===== src/logic/sat_pkg.sv =====
// constants and types for the segment address translation block
// assumes one core clock; used by the translation top only, as the segment base store uses its own literals
package sat_pkg;
    // ************************************************************
    // widths and fixed figures
    // ************************************************************
    localparam int ADDR_W = 32;
    localparam int SEL_W = 16;
    localparam int PORT_W = 16;
    localparam int IMM_PORT_W = 8;
    localparam int REAL_SHIFT = 4;
    localparam int PAGE_OFS_W = 12;
    localparam int PAGE_NUM_W = ADDR_W - PAGE_OFS_W;
    localparam logic [15:0] RSVD_PORT_LO = 16'h00F8;
    localparam logic [15:0] RSVD_PORT_HI = 16'h00FF;
    localparam logic [ADDR_W-1:0] ADDR_RST = 32'h0000_0000;

    // segment register numbering
    typedef enum logic [2:0] {
        SAT_SEG_EXTRA = 3'h0,
        SAT_SEG_CODE = 3'h1,
        SAT_SEG_STACK = 3'h2,
        SAT_SEG_DATA = 3'h3,
        SAT_SEG_AUX_F = 3'h4,
        SAT_SEG_AUX_G = 3'h5
    } sat_seg_t;

    // kind of reference issued by the execution unit
    typedef enum logic [2:0] {
        SAT_REF_FETCH = 3'h0,
        SAT_REF_PUSH = 3'h1,
        SAT_REF_POP = 3'h2,
        SAT_REF_STR_DEST = 3'h3,
        SAT_REF_DATA = 3'h4,
        SAT_REF_IO = 3'h5
    } sat_ref_t;

    // operand size
    typedef enum logic [1:0] {
        SAT_SZ_BYTE = 2'h0,
        SAT_SZ_HALF = 2'h1,
        SAT_SZ_WORD = 2'h2
    } sat_size_t;

    // general register numbers that matter for segment choice
    localparam logic [2:0] GPR_STACK_PTR = 3'h4;
    localparam logic [2:0] GPR_FRAME_BASE = 3'h5;
endpackage


===== src/logic/sat_seg_base_mem.sv =====
// segment selector and base store, six entries, registered read
// assumes the execution unit writes bases after descriptor loads
`timescale 1ns/1ps
module sat_seg_base_mem (
    input wire logic core_clk, // core clock
    input wire logic arst_n, // async reset, active low
    input wire logic wr_en, // write strobe
    input wire logic [2:0] wr_idx, // segment written
    input wire logic [15:0] wr_sel, // selector value
    input wire logic [31:0] wr_base, // descriptor linear base
    input wire logic [2:0] rd_idx, // segment read
    output logic [15:0] rd_sel, // registered selector
    output logic [31:0] rd_base // registered base
);
    logic [15:0] sel_mem [6];
    logic [31:0] base_mem [6];

    // ************************************************************
    // storage
    // ************************************************************
    // bases carry no restriction so every segment may share one value
    always_ff @(posedge core_clk or negedge arst_n) begin
        if (!arst_n) begin
            for (int i = 0; i < 6; i++) begin
                sel_mem[i] <= 16'h0000;
                base_mem[i] <= 32'h0000_0000;
            end
            rd_sel <= 16'h0000;
            rd_base <= 32'h0000_0000;
        end else begin
            if (wr_en && wr_idx < 3'h6) begin
                sel_mem[wr_idx] <= wr_sel;
                base_mem[wr_idx] <= wr_base;
            end
            rd_sel <= (rd_idx < 3'h6) ? sel_mem[rd_idx] : 16'h0000;
            rd_base <= (rd_idx < 3'h6) ? base_mem[rd_idx] : 32'h0000_0000;
        end
    end
endmodule


===== src/logic/sat_top.sv =====
// segment address translation: effective address, segment choice, linear
// and physical address, I/O port address and memory/IO select
// assumes a request pulse from the execution unit and a paging unit that
// answers a page lookup in the stage-1 cycle, one cycle ahead of its pg_req pulse
`timescale 1ns/1ps
module sat_top (
    input wire logic core_clk, // core clock, 250 MHz
    input wire logic arst_n, // async reset, active low
    input wire logic seg_wr_en, // segment load strobe
    input wire logic [2:0] seg_wr_idx, // segment loaded
    input wire logic [15:0] seg_wr_sel, // selector loaded
    input wire logic [31:0] seg_wr_base, // descriptor base loaded
    input wire logic prot_mode, // 1 protected, 0 real
    input wire logic paging_en, // paging enable
    input wire logic req_valid, // request pulse
    input wire logic [2:0] req_kind, // sat_ref_t
    input wire logic [1:0] req_size, // sat_size_t
    input wire logic ovr_valid, // override prefix present
    input wire logic [2:0] ovr_seg, // overriding segment
    input wire logic [2:0] base_gpr, // number of base register
    input wire logic base_used, // base component present
    input wire logic [31:0] base_val, // base register value
    input wire logic index_used, // index component present
    input wire logic [31:0] index_val, // index register value
    input wire logic [1:0] scale_log2, // scale 1,2,4,8
    input wire logic [31:0] disp_val, // displacement
    input wire logic [31:0] instr_ptr, // instruction pointer
    input wire logic port_from_imm, // port from immediate field
    input wire logic [7:0] port_imm, // immediate port number
    input wire logic [15:0] port_addr_gpr, // port address register
    output logic pg_req, // lookup pulse to paging unit
    output logic [19:0] pg_lin_page, // linear page number
    input wire logic [19:0] pg_phys_page, // physical page answer
    output logic out_valid, // address valid pulse
    output logic [31:0] phys_addr, // physical address
    output logic [31:0] lin_addr, // linear address
    output logic [3:0] byte_en, // bytes of the operand
    output logic mem_io_sel, // 1 memory, 0 I/O
    output logic [2:0] seg_used // segment chosen
);
    // ************************************************************
    // effective address
    // ************************************************************
    // scaled index: only shifts, so no multiplier is needed
    function automatic logic [31:0] scale_idx(input logic [31:0] v, input logic [1:0] s);
        return v << s;
    endfunction

    wire [31:0] ea_base = base_used ? base_val : 32'h0000_0000;
    wire [31:0] ea_index = index_used ? scale_idx(index_val, scale_log2) : 32'h0000_0000;
    wire [31:0] eff_addr = ea_base + ea_index + disp_val;

    // ************************************************************
    // segment choice
    // ************************************************************
    // fixed-segment kinds ignore any prefix; overrides apply only to plain data and I/O kinds
    wire is_fetch = req_kind == sat_pkg::SAT_REF_FETCH;
    wire is_stack = req_kind == sat_pkg::SAT_REF_PUSH || req_kind == sat_pkg::SAT_REF_POP;
    wire is_str = req_kind == sat_pkg::SAT_REF_STR_DEST;
    wire is_io = req_kind == sat_pkg::SAT_REF_IO;
    wire stack_base = base_used &&
        (base_gpr == sat_pkg::GPR_STACK_PTR || base_gpr == sat_pkg::GPR_FRAME_BASE);
    wire [2:0] data_dflt = stack_base ? 3'(sat_pkg::SAT_SEG_STACK) : 3'(sat_pkg::SAT_SEG_DATA);
    wire ovr_ok = ovr_valid && ovr_seg < 3'h6;
    wire [2:0] data_seg = ovr_ok ? ovr_seg : data_dflt;
    wire [2:0] seg_sel =
        is_fetch ? 3'(sat_pkg::SAT_SEG_CODE) :
        is_stack ? 3'(sat_pkg::SAT_SEG_STACK) :
        is_str ? 3'(sat_pkg::SAT_SEG_EXTRA) :
        data_seg;
    // fetch uses the instruction pointer as offset
    wire [31:0] offset = is_fetch ? instr_ptr : eff_addr;

    // ************************************************************
    // stage 1: capture request while the segment store reads
    // ************************************************************
    logic s1_v_q;
    logic s1_io_q;
    logic [31:0] s1_ofs_q;
    logic [15:0] s1_port_q;
    logic [1:0] s1_size_q;
    logic [2:0] s1_seg_q;
    logic s1_prot_q;
    logic s1_pg_q;
    logic [15:0] seg_sel_rd;
    logic [31:0] seg_base_rd;

    sat_seg_base_mem u_mem (
        .core_clk(core_clk),
        .arst_n(arst_n),
        .wr_en(seg_wr_en),
        .wr_idx(seg_wr_idx),
        .wr_sel(seg_wr_sel),
        .wr_base(seg_wr_base),
        .rd_idx(seg_sel),
        .rd_sel(seg_sel_rd),
        .rd_base(seg_base_rd)
    );

    // port number from immediate or register, widened with zeros
    wire [15:0] port_num = port_from_imm ? {8'h00, port_imm} : port_addr_gpr;

    always_ff @(posedge core_clk or negedge arst_n) begin
        if (!arst_n) begin
            s1_v_q <= 1'b0;
            s1_io_q <= 1'b0;
            s1_ofs_q <= 32'h0000_0000;
            s1_port_q <= 16'h0000;
            s1_size_q <= 2'h0;
            s1_seg_q <= 3'h0;
            s1_prot_q <= 1'b0;
            s1_pg_q <= 1'b0;
        end else begin
            s1_v_q <= req_valid;
            if (req_valid) begin
                s1_io_q <= is_io;
                s1_ofs_q <= offset;
                s1_port_q <= port_num;
                s1_size_q <= req_size;
                s1_seg_q <= seg_sel;
                s1_prot_q <= prot_mode;
                s1_pg_q <= paging_en;
            end
        end
    end

    // ************************************************************
    // linear address
    // ************************************************************
    // real mode: selector times sixteen plus offset, carried at full width
    wire [32:0] real_sum = {13'h0000, seg_sel_rd, 4'h0} + {1'b0, s1_ofs_q};
    // protected mode: descriptor base plus offset; wraps like the address bus
    wire [31:0] prot_lin = seg_base_rd + s1_ofs_q;
    // the linear bus is 32 bits, so the real mode carry falls off only here
    wire [31:0] lin_d = s1_prot_q ? prot_lin : real_sum[31:0];
    wire [31:0] io_addr = {16'h0000, s1_port_q};

    // ************************************************************
    // byte lanes: low byte at the operand address, rising upward
    // ************************************************************
    function automatic logic [3:0] lanes(input logic [1:0] sz, input logic [1:0] a);
        logic [3:0] m;
        m = 4'h1;
        if (sz == 2'(sat_pkg::SAT_SZ_HALF)) begin
            m = 4'h3;
        end else if (sz == 2'(sat_pkg::SAT_SZ_WORD)) begin
            m = 4'hF;
        end
        return 4'(m << a);
    endfunction

    wire [1:0] lo_bits = s1_io_q ? s1_port_q[1:0] : lin_d[1:0];
    wire [3:0] be_d = lanes(s1_size_q, lo_bits);
    // pages are 4 Kbyte: the low 12 bits pass untouched through paging
    wire use_pg = !s1_io_q && s1_pg_q;
    wire [31:0] phys_d =
        s1_io_q ? io_addr :
        use_pg ? {pg_phys_page, lin_d[sat_pkg::PAGE_OFS_W-1:0]} :
        lin_d;

    // ************************************************************
    // output registers
    // ************************************************************
    always_ff @(posedge core_clk or negedge arst_n) begin
        if (!arst_n) begin
            out_valid <= 1'b0;
            phys_addr <= sat_pkg::ADDR_RST;
            lin_addr <= sat_pkg::ADDR_RST;
            byte_en <= 4'h0;
            mem_io_sel <= 1'b1;
            seg_used <= 3'h0;
            pg_req <= 1'b0;
            pg_lin_page <= 20'h00000;
        end else begin
            out_valid <= s1_v_q;
            pg_req <= s1_v_q && use_pg;
            if (s1_v_q) begin
                phys_addr <= phys_d;
                lin_addr <= s1_io_q ? io_addr : lin_d;
                byte_en <= be_d;
                mem_io_sel <= !s1_io_q;
                seg_used <= s1_seg_q;
                pg_lin_page <= lin_d[31:sat_pkg::PAGE_OFS_W];
            end
        end
    end
endmodule


===== config.mk =====
export PLATFORM = sky130hd
export DESIGN_NAME = sat_top
export DESIGN_NICKNAME = d
export VERILOG_FILES = /design/src/logic/sat_pkg.sv /design/src/logic/sat_seg_base_mem.sv /design/src/logic/sat_top.sv
export SDC_FILE = /design/constraint.sdc
export NUM_CORES = 1
export LEC_CHECK = 0
export BUFFER_PORTS_ARGS = -buffer_cell sky130_fd_sc_hd__clkbuf_2
export CAP_MARGIN = 20
export CORE_MARGIN = 1.5
export CORE_UTILIZATION = 46
export DETAILED_ROUTE_END_ITERATION = 12
export PLACE_DENSITY = 0.66
export SLEW_MARGIN = 20
export SYNTH_ARGS = -nofsm -noshare
export SYNTH_HDL_FRONTEND = slang
export SYNTH_SLANG_ARGS = --single-unit

===== constraint.sdc =====
create_clock -name core_clk -period 9.6 [get_ports core_clk]
set_clock_uncertainty 0.05 [all_clocks]
set_input_delay 0.48 -clock core_clk [delete_from_list [all_inputs] [get_ports core_clk]]
set_output_delay 0.48 -clock core_clk [all_outputs]
set_load 0.03 [all_outputs]

---- After elaboration in Yosys (flattened, before gate mapping) ----
Index checks and enable logic that the tools add are counted.
cells by class
  muxes and demuxes ....................... 30
  reduce and logical (&&, ||, !) cells .... 10
  magnitude comparators ................... 6
  equality and inequality tests ........... 8
  shift operators ......................... 2
  $add $sub $neg .......................... 4
  bitwise operators ....................... 2
operator list
  kind                number
  $mux 32             11
  $bwmux 192          1
  $add 32x32->32      3
  $bmux 32 s3         1
  $bwmux 96           1
  $demux 32 s3        1
  $mux 16             5
  $bmux 16 s3         1
  $demux 16 s3        1
  $add 20x32->32      1
  $shl 32x2->32       1
  $mux 3              4
  $eq 3x3->1 const B  3
  $lt 3x3->1 const B  3
  $ge 4x4->1 const B  2
  $mux 4              2
  $not 3->4           2
  $eq 3x2->1 const B  2
  $logic_and 1x1->1   6
  $lt 4x1->1 const B  1
  $shl 4x2->4         1
  $eq 3x1->1 const B  1
  $logic_not 3->1     1
  $eq 2x1->1 const B  1
  other kinds (5)     6
storage, ports and cells
  word-level logic and storage cells ...... 92
  bits of input ports ..................... 246
  flip-flop bits (word level) ............. 487

---- Longest topological paths before layout ----
Gate-level depths: netlist of the first run.
  depth in word-level cells ............... 13
  gate-level depth with buffers ........... 17
  gate-level depth less buffers ........... 15

---- Hierarchy ----
From an unflattened synthesis of the first run, not the netlist that was laid out.
second synthesis, totals
  cell total of the unflattened synthesis .. 2309
  area, all modules ....................... 25981.2 µm²
by module, submodules not included
  module            cells each  area an instance (µm²)  instances  seq. area each (µm²)
  sat_seg_base_mem  937         14194.9                 1          8408.1
  sat_top           1372        11786.3                 1          3479.6

---- Least setup slack after synthesis of the first run ----
No wires, ideal clock.
  kind .................................... input to register
  start point ............................. input scale_log2[0]
  end point ............................... register s1_ofs_q[29]
  buffers on the path ..................... 2
  arrival ................................. 4.094 ns
  stages on the path ...................... 17
  data required time ...................... 9.424 ns
  slack ................................... 5.330 ns
  path through ............................ clkbuf_1 -> clkbuf_1 -> mux2i_1 -> nor2_1 -> a31oi_1 -> nor2b_1 -> fa_1 -> inv_1 -> fa_1 -> nor2b_1 -> o31a_1 -> a21oi_1 -> a211oi_1 -> a41oi_1 -> o311ai_0 -> a21o_1 -> nand3_1
between the ends
  cells in the longest elaborated chain, start to end .. 5
RTL lines
  what                         line            text
  start: declaration           sat_top.sv:25   input wire logic [1:0] scale_log2,
  $shl 32x2->32                sat_top.sv:46   return v << s;
  $mux 32                      sat_top.sv:50   wire [31:0] ea_index = index_used ? scale_idx(index_val, scale_log2) : 32'h0000_0000;
  $add 32x32->32 (2 in a row)  sat_top.sv:51   wire [31:0] eff_addr = ea_base + ea_index + disp_val;
  $mux 32                      sat_top.sv:72   wire [31:0] offset = is_fetch ? instr_ptr : eff_addr;
  end signal: assignment       sat_top.sv:117  s1_ofs_q <= offset;
  end: declaration             sat_top.sv:79   logic [31:0] s1_ofs_q;
No other way between the ends.
A chain may end at the register's enable or synchronous reset.

---- Worst setup path after layout of the first run ----
  start point ............................. input scale_log2[1]
  end point ............................... register s1_ofs_q[29]
Same word-level chain as after synthesis.

==> metrics.csv, run 1 <==
metric,value,unit
via_per_inst,5.72,
cp.arrival,5.08,ns
core_area,56800,um2
setup_tns,0,ns
synth_top_area_cell,dfrtp_1,
drt-total-wl,75200,um
min_period,4.66,ns
yosysMostFrequentCell,dfrtp_1,
start_util,46.9,%
multi_input_area,13900,um2
cts.htree.levels,2,
slew_headroom,31.0,%
fmax,0.214,GHz
grt_pass1_wl,119000,um
switchingPower,2.94,mW
syn_to_final_growth,14.3,%
fill_cells,5113,
synthTopCellsByCount,"474 x dfrtp_1, 319 x mux2_2, 260 x nand2_1",
worstSetupPathType,in -> reg,
slew_viol_final,0,
fin_crit_sh,48.6,%
leakage,13.9,nW
grt_pass1_vias,21000,
root_buffer,clkbuf_16,
portBuffers,338,
p_sw_share,38.5,%
clk_path_buf_depth,3,
wl_per_cell,20.6,um
hold_path.class,in -> reg,
firstDrtPassIters,5,
syn_nets,2977,
die_w,244,um
vdd_drop_max,0.000166,V
first_iter_violations,1289,
netlist-cell-type-count,74,
synth_edf_count,0,
num-nets-final,3218,
clock_latency,0.61,ns
drv_cap,0,
synthArstFlopShare,100,%
critPathMaxFanout,34,
syn_area,26600,um2
dieArea,59300,um2
grt_max_degree,146,
gr-total-overflow,0,
fp.dieH,244,um
dr_total_vias,20900,
yosysSeqAreaShare,44.7,%
synth_warnings,0,
clkPwrFrac,24.2,%
synth_ff_type,dfrtp_1,
tightest_slew,1.04,ns
p_int,4.69,mW
rsz0062_at_grt,no,
post_cts_buffers,0,
ys_ff_latch,475,
ioPinCount,340,
final_util,53.5,%
row_count,87,
final-setup-viol-count,0,
cts_tree,built,
combinationalPowerShare,38.3,%
power.density,251,nW/um2
drtAntennaViolNets,0,
track_usage,25.3,%
synthCells,2619,
yosys-top-cells-area,"dfrtp_1 45%, mux2_2 13%, mux2i_1 3.7%",
end_kind,flop,
power_frac_seq,37.5,%
dp_hpwl,53200,um
syn_area_per_cell,10.2,um2
worstSetupStartpointType,input port,
cp.required,10.01,ns
drc,0,
clock_sink_count,475,
hold_violations,0,
gp_congestion,0.916,
outcome,"complete, no violations",
synth_top_area_share,44.6,%
antenna_found_initial,15,
clk_pin_slew,0.06,ns
numCtsBuffers,48,
final-seq-area,11900,um2
drive_gt1_share,27.0,%
-- cells in the final DEF (no fill, tap or decap), types with 7 or more instances in the layout --
cell,count
ha_1,78
o2bb2ai_1,15
nand2_1,260
xor2_1,23
a211oi_1,30
a21o_1,30
o21bai_1,12
inv_1,54
nand4_1,10
mux2i_1,99
nor2b_1,21
dfrtp_1,472
mux2_2,319
o221ai_1,11
xnor2_1,41
clkbuf_8,11
clkbuf_2,336
fa_1,34
o21ai_1,8
nand2b_1,11
nand3b_1,9
and3_1,40
o21a_1,13
a21oi_1,129
o21ai_0,152
diode_2,8
clkbuf_16,48
nand3_1,87
o211ai_1,56
and2_1,32
clkinv_2,7
buf_4,18
nor3_1,15
clkbuf_1,11
nor2_1,249
a31oi_1,27
-- metrics by stage --
| stage | power (mW) | worst slack, ns | hold WS, ns | std cells | instance area [um2] |
|---|---|---|---|---|---|
| 2_1_floorplan | 4.88 | 5.33 | 0.134 | 2619 | 26600 |
| 3_3_place_gp | 5.71 | 4.52 | 0.415 | 3565 | 28800 |
| 3_5_place_dp | 5.79 | 4.46 | 0.426 | 3565 | 28800 |
| 4_1_cts | 7.66 | 5.07 | 0.0450 | 3650 | 30400 |
| 5_1_grt | 8.09 | 4.51 | 0.0686 | 3653 | 30400 |
| 6_report | 7.63 | 4.94 | 0.0759 | 3658 | 30400 |
-- area by class of cell --
type	count	area share [%]
well taps	756	3.11
inverters	54	0.666
multi-input cells	1921	45.7
diodes	8	0.0658
clock inverters	14	0.489
repair buffers	360	6.26
clock buffers	70	4.58
flip-flops and latches	475	39.1
-- power by group through the flow --
| stage | Sequential [mW] | Combinational [mW] | Clock (mW) |
|---|---|---|---|
| 6_report | 2.86 | 2.92 | 1.84 |
| 5_1_grt | 2.92 | 3.20 | 1.97 |
| 4_1_cts | 2.86 | 2.92 | 1.88 |
| 3_5_place_dp | 2.89 | 2.90 | 0 |
| 3_3_place_gp | 2.86 | 2.84 | 0 |
| 2_1_floorplan | 3.02 | 1.86 | 0 |
-- what timing repair did --
| action | 4_1_cts | 5_1_grt |
|---|---|---|
| hold buffers | 1 | 0 |
| endpoints found under the hold margin | 114 | 0 |
| resized for setup | 0 | 0 |
-- worst paths after layout --
check,slack (ns),start,cells after the start,to
max reg2reg,5.93,u_mem.rd_base[1]$_DFF_PN0_,9,phys_addr[29]$_DFFE_PN0P_
min in group asynchronous,0.46,arst_n,2,pg_lin_page[15]$_DFFE_PN0P_
max,4.94,scale_log2[1],16,s1_ofs_q[29]$_DFFE_PN0P_
min reg2reg,0.44,lin_addr[17]$_DFFE_PN0P_,1,lin_addr[17]$_DFFE_PN0P_
min,0.08,prot_mode,3,s1_prot_q$_DFFE_PN0P_
max in group asynchronous,7.02,arst_n,4,u_mem.base_mem[35]$_DFFE_PN0P_
-- worst max-delay path, stage by stage --
cell and delay, ns:
clkbuf_2 0.38, inv_1 0.80, nand4_1 0.25, fa_1 0.42
inv_1 0.07, ha_1 0.19, inv_1 0.07, fa_1 0.37
nor2b_1 0.20, o31a_1 0.20, a21oi_1 0.13, a211oi_1 0.48
a41oi_1 0.30, o311ai_0 0.47, a21o_1 0.17, nand3_1 0.07
-- metal layers --
metal | share of wire [%] | up-vias | track usage (%)
li1 | - | 9788 | -
met4 | 2.4 | 12 | 6.95
met1 | 45 | 10500 | 34.5
met5 | 0.12 | - | 0
met3 | 5.3 | 105 | 3.91
met2 | 47 | 541 | 41.8
-- logic make-up (layout without fill, tap and decap cells) --
logic type / count (synthesis) / in the layout / share of synthesized area, %
AOI/OAI and AO/OA: 555 / 555 / 13.4
muxes: 419 / 419 / 17.3
adders and majority gates: 112 / 112 / 6.22
other: 0 / 8 / 0
and+or+nand+nor: 771 / 771 / 13.0
buffers and inverters: 223 / 498 / 3.31
xor gates and xnor gates: 64 / 64 / 2.11
DFF: 475 / 475 / 44.7
-- sequential cells by signal, indices dropped and copies added, names as in the netlist, 2 cells and up --
name / count
u_mem.base_mem: 192
s1_ofs_q: 32
phys_addr: 32
u_mem.rd_base: 32
s1_size_q: 2
byte_en: 4
seg_used: 3
s1_seg_q: 3
lin_addr: 20
u_mem.sel_mem: 96
pg_lin_page: 20
s1_port_q: 16
u_mem.rd_sel: 16
Note: power is estimated with default switching activity, not from simulation.
==> inputs of run 2 (changes only) <==
==> constraint.sdc (replaced) <==
create_clock -name core_clk -period 4.7 [get_ports core_clk]
set_clock_uncertainty 0.05 [all_clocks]
set_input_delay 0.235 -clock core_clk [delete_from_list [all_inputs] [get_ports core_clk]]
set_output_delay 0.235 -clock core_clk [all_outputs]
set_load 0.03 [all_outputs]
==> metrics.csv, run 2 (same netlist as run 1, synthesis figures left out) <==
metric,value,unit,change
switchingPower,6.05,mW,+110%
clock_latency,0.62,ns,about the same
cts.htree.levels,2,,unchanged
worstSetupStartpointType,input port,,
whs_path_depth,4,,+1
min_period,3.77,ns,
worstSetupPathType,in -> reg,,
place_ws,0.383,ns,-4.08 ns
largest_reg_flops,192,,unchanged
placed_cells,3569,,+0.11%
via_per_inst,5.69,,-0.59%
dieArea,59300,um2,unchanged
setup_tns,0,ns,unchanged
start_util,46.9,%,unchanged
cp.required,5.17,ns,-4.84 ns
clk_pin_slew,0.06,ns,about the same
tightest_slew,1.04,ns,+0.00115 ns
drt-total-wl,76100,um,+1.1%
ioPinCount,340,,unchanged
p_sw_share,38.1,%,-0.39 points
portBuffers,338,,unchanged
p_int,9.82,mW,+110%
dpl-instance-area,28900,um2,+0.32%
cp.arrival,4.24,ns,-0.84 ns
wl_per_cell,20.1,um,-2.3%
hold_violations,0,,unchanged
vdd_drop_max,0.000440,V,+160%
power.density,499,nW/um2,+99%
largest-register,u_mem.base_mem,,
grt_max_degree,146,,unchanged
r2r_slack,0.97,ns,-4.96 ns
clock_sink_count,475,,unchanged
fmax,0.265,GHz,
track_usage,25.5,%,+0.19 points
slew_viol_final,0,,unchanged
combinationalPowerShare,38.4,%,about the same
row_count,87,,unchanged
die_w,244,um,unchanged
power_frac_seq,36.8,%,-0.7 points
clkPwrFrac,24.8,%,+0.6 points
critPathMaxFanout,11,,-68%
firstDrtPassIters,5,,unchanged
layoutNonFillerInstCount,3788,,+3.6%
cts_tree,built,,
root_buffer,clkbuf_16,,
fin_ws,0.930,ns,-4.01 ns
rsz0062_at_grt,no,,
fin_crit_sh,80.2,%,
leakage,14.4,nW,+4.2%
numCtsBuffers,50,,+4.2%
end_kind,flop,,
gr-total-overflow,0,,unchanged
clk_path_buf_depth,3,,unchanged
drtAntennaViolNets,0,,unchanged
cts_resized,0,,unchanged
slew_headroom,30.9,%,-0.077 points
fp.dieH,244,um,unchanged
drive_gt1_share,26.1,%,-0.91 points
hold_path.class,in -> reg,,
mostFrequentLayoutCell,dfrtp_1,,
core_area,56800,um2,unchanged
hold_buffers,119,,+118
reg_top3,"u_mem.base_mem (192), u_mem.sel_mem (96)",,
outcome,"complete, no violations",,
grt_pass1_wl,120000,um,+1.2%
drv_cap,0,,unchanged
post_cts_buffers,0,,unchanged
dp_hpwl,53100,um,-0.30%
reg2reg_depth,9,,unchanged
antenna_found_initial,15,,unchanged
final_cell_mix,"472 x dfrtp_1, 336 x clkbuf_2, 319 x mux2_2",,
num-nets-final,3342,,+3.9%
dr_total_vias,21600,,+2.9%
gp_congestion,0.914,,-0.23%
totalPowerFinal,15.9,mW,+110%
grt_pass1_vias,21700,,+3.1%
drc,0,,unchanged
final-setup-viol-count,0,,unchanged
fin_area,31800,um2,+4.5%
first_iter_violations,1428,,+11%
syn_to_final_growth,19.5,%,
run 2: cell types whose count changed in the layout (fill, tap and decap cells not counted), moves of 2 or more:
cell	delta
buf_12	+5
buf_6	-2
clkbuf_1	+3
clkbuf_16	+3
diode_2	+2
dlygate4sd3_1	+118
run 2: worst paths after layout:
path / from / to
max: scale_log2[0] / s1_ofs_q[28]$_DFFE_PN0P_
min: instr_ptr[16] / s1_ofs_q[16]$_DFFE_PN0P_
max reg2reg: u_mem.rd_base[1]$_DFF_PN0_ / phys_addr[29]$_DFFE_PN0P_
min reg2reg: pg_lin_page[13]$_DFFE_PN0P_ / pg_lin_page[13]$_DFFE_PN0P_
max in group asynchronous: arst_n / u_mem.sel_mem[45]$_DFFE_PN0P_
min in group asynchronous: arst_n / pg_lin_page[16]$_DFFE_PN0P_
run 2: layout make-up:
cell class	count	area, um2
fillers	4857	25000
multi-input cells	1921	13900
flip-flops and latches	475	11900
repair buffers	482	3170
clock buffers	76	1480
well taps	756	946
inverters	54	203
clock inverters	14	169
diodes	10	25.0
run 2: metal layers:
layer	up-vias	wire [um]	GRT usage, %
met2	650	36100	42.8
met4	8	2000	7.14
li1	10100	-	-
met3	135	4480	4.71
met5	-	50	0
met1	10700	33400	33.7
run 2: power by group through the flow:
stage                     combinational [mW]  clock (mW)  sequential (mW)
after floorplan                         3.80           0             6.16
after global placement                  5.81           0             5.84
final                                   6.09        3.93             5.85
after global routing                    6.65        4.20             5.96
after detailed placement                5.94           0             5.90
after CTS                               6.06        4.01             5.83
run 2: critical path: stages:
cell and delay, ns:
clkbuf_2 0.28, mux2i_1 0.30, nor2_1 0.07, a31oi_1 0.15, nor2b_1 0.07, fa_1 0.46
ha_1 0.34, a211oi_1 0.36, o21ai_0 0.28, a211oi_1 0.55, a21oi_1 0.16, a211oi_1 0.50
a21oi_1 0.17, xnor2_1 0.15, o21ai_0 0.15
run 2: through the flow:
stage / util [%] / hold slack, ns
finish: 56.0 / 0.0138
global route: 56.0 / 0.0210
CTS: 55.9 / 0.000418
detailed placement: 50.9 / 0.181
global placement: 50.9 / 0.174
floorplan: - / -0.111
